==> src/verilog/lcr_regs.vh <==
// constants for the lcd controller serial read path
`ifndef LCR_REGS_VH
`define LCR_REGS_VH
`define LCR_ID_CONTROL 7'h38
`define LCR_ID_DISPLAY 7'h39
`define LCR_ADDR_RESET 8'h00
`define LCR_DIR_READ 1'h1
`define LCR_DIR_WRITE 1'h0
`define LCR_BITS_PER_BYTE 4'h8
`define LCR_ACK_SLOT 4'h8
`endif

==> src/verilog/lcr_sync.v <==
// two-stage synchroniser with edge detection for serial clock and data
module lcr_sync (
    clock,
    rstn,
    scl_in,
    sda_in,
    scl_s,
    sda_s,
    scl_rise,
    scl_fall,
    start_det,
    stop_det
);
    input clock;
    input rstn;
    input scl_in;
    input sda_in;
    output scl_s;
    output sda_s;
    output scl_rise;
    output scl_fall;
    output start_det;
    output stop_det;
    reg [1:0] scl_reg;
    reg [1:0] sda_reg;
    reg scl_d_reg;
    reg sda_d_reg;
    wire scl_s;
    wire sda_s;
    assign scl_s = scl_reg[1];
    assign sda_s = sda_reg[1];
    always @(posedge clock) begin
        if (!rstn) begin
            scl_reg <= 2'h3;
            sda_reg <= 2'h3;
            scl_d_reg <= 1'h1;
            sda_d_reg <= 1'h1;
        end else begin
            scl_reg <= {scl_reg[0], scl_in};
            sda_reg <= {sda_reg[0], sda_in};
            scl_d_reg <= scl_reg[1];
            sda_d_reg <= sda_reg[1];
        end
    end
    assign scl_rise = scl_s & ~scl_d_reg;
    assign scl_fall = ~scl_s & scl_d_reg;
    // data moving while clock stays high
    assign start_det = scl_s & scl_d_reg & sda_d_reg & ~sda_s;
    assign stop_det = scl_s & scl_d_reg & ~sda_d_reg & sda_s;
endmodule

==> src/verilog/lcr_i2c_read.v <==
// serial slave read path of the lcd controller
`include "lcr_regs.vh"
// Operation
// - Answer identifier 0111000 for control block, 0111001 for display block.
// - Id on clocks one to seven, write bit eighth, acknowledge ninth.
// - Eight address bits follow, acknowledged on the ninth clock.
// - Repeated start, same id with read bit, acknowledged ninth clock.
// - After read acknowledge, drive register byte most significant bit first.
// - Register address advances by one after each byte accessed.
// - Reset port bit low resets the controller and its serial interface.
// - Data shifted msb first, changed on falling, captured on rising edge.
module lcr_i2c_read (
    clock,
    rstn,
    lcd_reset_port_bit,
    scl_in,
    sda_in,
    serial_data_pin_out,
    serial_data_pin_oe,
    reg_addr,
    reg_sel_display,
    reg_rdata,
    reg_wr,
    reg_wdata,
    start_condition_marker,
    stop_condition_marker
);
    input clock;
    input rstn;
    input lcd_reset_port_bit;
    input scl_in;
    input sda_in;
    output serial_data_pin_out;
    output serial_data_pin_oe;
    output [7:0] reg_addr;
    output reg_sel_display;
    input [7:0] reg_rdata;
    output reg_wr;
    output [7:0] reg_wdata;
    output start_condition_marker;
    output stop_condition_marker;

    // ****************************************
    // states
    // ****************************************
    localparam PH_IDLE = 3'h0;
    localparam PH_ID = 3'h1;
    localparam PH_ID_ACK = 3'h2;
    localparam PH_ADDR = 3'h3;
    localparam PH_ADDR_ACK = 3'h4;
    localparam PH_TX = 3'h5;
    localparam PH_TX_ACK = 3'h6;
    localparam PH_WDATA = 3'h7;

    reg [2:0] state_reg;
    reg [3:0] bit_cnt_reg;
    reg [7:0] shift_reg;
    reg [7:0] addr_reg;
    reg sel_disp_reg;
    reg dir_read_reg;
    reg [7:0] tx_reg;
    reg drive_low_reg;
    reg wr_reg;
    reg [7:0] wdata_reg;
    reg wack_reg;
    reg start_reg;
    reg stop_reg;
    reg [1:0] prt_reg;
    wire scl_s;
    wire sda_s;
    wire scl_rise;
    wire scl_fall;
    wire start_det;
    wire stop_det;
    wire srst;
    wire [7:0] rx_byte;
    wire id_ctl;
    wire id_disp;

    // ****************************************
    // input synchronisation
    // ****************************************
    lcr_sync lcr_sync_inst (
        .clock(clock),
        .rstn(rstn),
        .scl_in(scl_in),
        .sda_in(sda_in),
        .scl_s(scl_s),
        .sda_s(sda_s),
        .scl_rise(scl_rise),
        .scl_fall(scl_fall),
        .start_det(start_det),
        .stop_det(stop_det)
    );

    always @(posedge clock) begin
        if (!rstn)
            prt_reg <= 2'h3;
        else
            prt_reg <= {prt_reg[0], lcd_reset_port_bit};
    end
    assign srst = ~rstn | ~prt_reg[1];

    assign rx_byte = {shift_reg[6:0], sda_s};
    // identifier match
    // byte already complete in shift_reg at the falling edge
    assign id_ctl = (shift_reg[7:1] == `LCR_ID_CONTROL);
    assign id_disp = (shift_reg[7:1] == `LCR_ID_DISPLAY);

    // ****************************************
    // protocol engine
    // ****************************************
    always @(posedge clock) begin
        if (srst) begin
            state_reg <= PH_IDLE;
            bit_cnt_reg <= 4'h0;
            shift_reg <= 8'h00;
            addr_reg <= `LCR_ADDR_RESET;
            sel_disp_reg <= 1'h0;
            dir_read_reg <= 1'h0;
            tx_reg <= 8'h00;
            drive_low_reg <= 1'h0;
            wr_reg <= 1'h0;
            wdata_reg <= 8'h00;
            wack_reg <= 1'h0;
            start_reg <= 1'h0;
            stop_reg <= 1'h0;
        end else begin
            wr_reg <= 1'h0;
            start_reg <= start_det;
            stop_reg <= stop_det;
            if (stop_det) begin
                state_reg <= PH_IDLE;
                drive_low_reg <= 1'h0;
            end else if (start_det) begin
                state_reg <= PH_ID;
                bit_cnt_reg <= 4'h0;
                drive_low_reg <= 1'h0;
            end else begin
                case (state_reg)
                PH_ID, PH_ADDR, PH_WDATA: begin
                    if (scl_rise) begin
                        shift_reg <= rx_byte;
                        bit_cnt_reg <= bit_cnt_reg + 4'h1;
                    end
                    if (scl_fall && bit_cnt_reg == `LCR_BITS_PER_BYTE) begin
                        bit_cnt_reg <= 4'h0;
                        if (state_reg == PH_ID) begin
                            // id and direction taken, ack if matched
                            if (id_ctl | id_disp) begin
                                drive_low_reg <= 1'h1;
                                sel_disp_reg <= shift_reg[1];
                                dir_read_reg <= shift_reg[0];
                                state_reg <= PH_ID_ACK;
                            end else begin
                                state_reg <= PH_IDLE;
                            end
                        end else begin
                            drive_low_reg <= 1'h1;
                            state_reg <= PH_ADDR_ACK;
                            if (state_reg == PH_ADDR) begin
                                addr_reg <= shift_reg;
                                wack_reg <= 1'h0;
                            end else begin
                                wdata_reg <= shift_reg;
                                wr_reg <= 1'h1;
                                wack_reg <= 1'h1;
                            end
                        end
                    end
                end
                PH_ID_ACK, PH_ADDR_ACK: begin
                    if (scl_fall) begin
                        drive_low_reg <= 1'h0;
                        bit_cnt_reg <= 4'h0;
                        if (state_reg == PH_ADDR_ACK) begin
                            if (wack_reg)
                                addr_reg <= addr_reg + 8'h01;
                            state_reg <= PH_WDATA;
                        end else if (dir_read_reg == `LCR_DIR_READ) begin
                            tx_reg <= reg_rdata;
                            drive_low_reg <= ~reg_rdata[7];
                            state_reg <= PH_TX;
                        end else begin
                            state_reg <= PH_ADDR;
                        end
                    end
                end
                PH_TX: begin
                    if (scl_rise)
                        bit_cnt_reg <= bit_cnt_reg + 4'h1;
                    if (scl_fall) begin
                        if (bit_cnt_reg == `LCR_BITS_PER_BYTE) begin
                            drive_low_reg <= 1'h0;
                            addr_reg <= addr_reg + 8'h01;
                            state_reg <= PH_TX_ACK;
                        end else begin
                            tx_reg <= {tx_reg[6:0], 1'h0};
                            drive_low_reg <= ~tx_reg[6];
                        end
                    end
                end
                PH_TX_ACK: begin
                    // master ack fetches next byte, nak returns to idle
                    if (scl_rise) begin
                        if (!sda_s) begin
                            bit_cnt_reg <= 4'h0;
                            state_reg <= PH_ID_ACK;
                            dir_read_reg <= 1'h1;
                        end else begin
                            state_reg <= PH_IDLE;
                        end
                    end
                end
                default: state_reg <= PH_IDLE;
                endcase
            end
        end
    end

    assign serial_data_pin_out = 1'h0;
    assign serial_data_pin_oe = drive_low_reg;
    assign reg_addr = addr_reg;
    assign reg_sel_display = sel_disp_reg;
    assign reg_wr = wr_reg;
    assign reg_wdata = wdata_reg;
    assign start_condition_marker = start_reg;
    assign stop_condition_marker = stop_reg;
endmodule

==> config.mk <==
export PLATFORM = sky130hd
export DESIGN_NAME = lcr_i2c_read
export DESIGN_NICKNAME = d
export VERILOG_FILES = /design/src/verilog/lcr_sync.v /design/src/verilog/lcr_i2c_read.v
export VERILOG_INCLUDE_DIRS = /design/src /design/src/verilog
export SDC_FILE = /design/constraint.sdc
export NUM_CORES = 1
export LEC_CHECK = 0
export BUFFER_PORTS_ARGS = -buffer_cell sky130_fd_sc_hd__buf_2
export CAP_MARGIN = 20
export CORE_AREA = 2 2 104 106
export CTS_CLUSTER_DIAMETER = 200
export DETAILED_ROUTE_END_ITERATION = 10
export DIE_AREA = 0 0 106 108
export SETUP_SLACK_MARGIN = 0.2
export SLEW_MARGIN = 30
export SYNTH_ARGS = -nofsm -noshare
export SYNTH_HDL_FRONTEND = slang
export SYNTH_HIERARCHICAL = 1
export SYNTH_SLANG_ARGS = --single-unit
==> constraint.sdc <==
create_clock -name clock -period 2.5 [get_ports clock]
set_clock_uncertainty 0.1 [all_clocks]
set_input_delay 0.5 -clock clock [delete_from_list [all_inputs] [get_ports clock]]
set_output_delay 0.5 -clock clock [all_outputs]
set_load 0.03 [all_outputs]
==> results.toml <==
[job]
maxCapViolations = 0

[layout]
area_growth_pct = 18.3
nets = 341
drive_above_1_share_pct = 19.3
diodes = 0
final_area_um2 = 2980
fin_cells = 462

[power]
leakagePower_nw = 1.19
swShare_pct = 32.4
seq_power_share_pct = 46.2
power.density_nw_per_um2 = 661
power_frac_comb_pct = 27.8
p_sw_uw = 639
power_frac_clock_pct = 26.1
max-vdd-ir-drop_uv = 242
power.internal_mw = 1.33

[detailed_routing]
wl_per_cell_um = 12.9
drc = 0
viasPerCell = 4.78
vias = 2210
first_iter_violations = 141
wl_um = 5950
ant_nets = 0
dr.pass1.iters = 4

[yosys]
synth-seq-area-share_pct = 42.1
async_flop_share_pct = 0
yosys_warnings = 6
synthFlopType = "dfxtp_1"
synth_edf_count = 0
synthTopCellsByCount = "dfxtp_1, nor2_1, nand2_1, mux2i_1, a21oi_1"
synthCells = 290
yosysMostFrequentCell = "dfxtp_1"
yosysUniqueCellTypes = 49
mappedNetlistArea_um2 = 2520
synth_top_area_share_pct = 42.1
synth_nets = 306
synth_top_cell_by_area = "dfxtp_1"
synth_seq_cells = 53
synth.area.top_cells = "dfxtp_1, mux2i_1, nor2_1, nand2_1, a21oi_1"
synth_area_per_cell_um2 = 8.69

[worst_setup_path]
critPathArrivalTime_ns = 2.18
start_kind = "flip-flop"
cp.required_ns = 2.62
crit_type = "reg2reg"
critical_path_peak_fanout = 6
end_kind = "flip-flop"

[sta]
clock.fmax_ghz = 0.485
min_period_over_period_pct = 82.5
report.final.setup_viol = 0
finalMaxSlewViolations = 0
finalHoldViolations = 0
min_period_ns = 2.06
rsz0062_at_grt = "false"
setup_tns_ns = 0

[clock_network]
cts_buffer_depth = 2
numClockSinks = 53
cts-root-buf = "clkbuf_8"
cts_tree = "done"
cts-buffers-inserted = 5
h-tree-depth = 2
clkLatencyLatePin_ns = 0.30
clk_pin_slew_ns = 0.09
postCtsHoldBufs = 0

[global_route]
antenna_found_initial = 0
grt_pass1_vias = 2197
overflow = 0
grt_util_all_layers_pct = 11.1
grt_max_degree = 39
grt_first_pass_wirelength_um = 10400

[floorplan]
ioPinCount = 35
rows = 37
design.die.area_um2 = 11400
die_h_um = 108
start_util_pct = 24.6
die_w_um = 106
core-area_um2 = 10200

[placed_design]
dpl.cell_count = 454
place_area_um2 = 2880
gp_congestion = 0.888
dp_hpwl_um = 4330
portBuffers = 33

[status]
outcome = "finished clean"

[min_path]
hp-class = "in2reg"
## power groups by stage
| stage | combinational [mW] | clock [mW] | sequential (mW) |
|---|---|---|---|
| detailed placement | 0.540 | 0 | 0.927 |
| global route | 0.607 | 0.574 | 0.915 |
| CTS | 0.542 | 0.539 | 0.908 |
| global placement | 0.531 | 0 | 0.926 |
| finish | 0.547 | 0.513 | 0.910 |
| floorplan | 0.399 | 0 | 0.924 |
## per-stage QoR
stage               hold slack [ns]  power (mW)  setup slack, ns  util [%]
detailed placement            0.301        1.47            0.336      28.1
global placement              0.293        1.46            0.410      28.1
floorplan                     0.286        1.32            0.584         -
finish                        0.285        1.97            0.437      29.1
global route                  0.268        2.10            0.299      29.1
CTS                           0.278        1.99            0.320      29.1
## cell usage in the layout (no fill, tap or decap), types with 4 or more instances in the layout
| master | count |
|---|---|
| nand4_1 | 5 |
| and4b_1 | 4 |
| a311oi_1 | 8 |
| a31oi_1 | 5 |
| inv_1 | 7 |
| dfxtp_1 | 52 |
| nand3_1 | 9 |
| a21oi_1 | 17 |
| and2_1 | 4 |
| and3_1 | 5 |
| clkbuf_8 | 7 |
| nor2b_1 | 4 |
| buf_2 | 33 |
| nor2_1 | 44 |
| nand2b_1 | 10 |
| mux2i_1 | 20 |
| nand2_1 | 23 |
| o32ai_1 | 5 |
| buf_4 | 13 |
## repair_timing
action | 4_1_cts | 5_1_grt
resized for setup | 0 | 3
setup endpoints to repair | 0 | 5
setup buffers | 0 | 0
hold endpoints to repair | 0 | 0
## layer usage
metal	vias to the layer above	part of all wire, %	global-route usage [%]
met5	-	0	0
met4	0	1.6	3.85
met3	8	3.2	2.41
met2	34	49	18.8
met1	1052	46	14.0
li1	1116	-	-
## worst max-delay path: stages, from the launching register on
cell and delay, ns:
dfxtp_1 0.36, nor2b_2 0.28, nand4b_1 0.21, a221o_1 0.43, or3b_1 0.35, a311oi_1 0.25
## final cells by class
cell class,instances,area [um^2]
inverter,7,26.3
multi-input combinational,211,1340
fill,1080,7250
clock buffer,7,96.3
tap,136,170
sequential,53,1060
timing repair buffer,47,283
clock inverter,1,5.00
## worst paths after layout
| path | from | end | slack (ns) | depth (start not counted) |
|---|---|---|---|---|
| min reg2reg | lcr_sync_inst/sda_reg[0] | lcr_sync_inst/sda_reg[1] | 0.32 | 1 |
| min | sda_in | lcr_sync_inst/sda_reg[0] | 0.29 | 2 |
| max reg2reg | lcr_sync_inst/scl_d_reg | state_reg[0] | 0.44 | 5 |
| max | lcr_sync_inst/scl_d_reg | state_reg[0] | 0.44 | 5 |
## kinds of logic (layout without fill, tap and decap cells)
family,Yosys count,count (layout),synth area share (%)
simple gates,121,121,24.0
compound gates,64,64,18.6
flops,53,53,42.1
buf+inv,26,62,4.87
mux,21,21,8.40
fa+ha+maj,3,3,1.49
other cells,1,1,0.149
xor+xnor,1,1,0.348
Note: power is estimated with default switching activity, not from simulation.
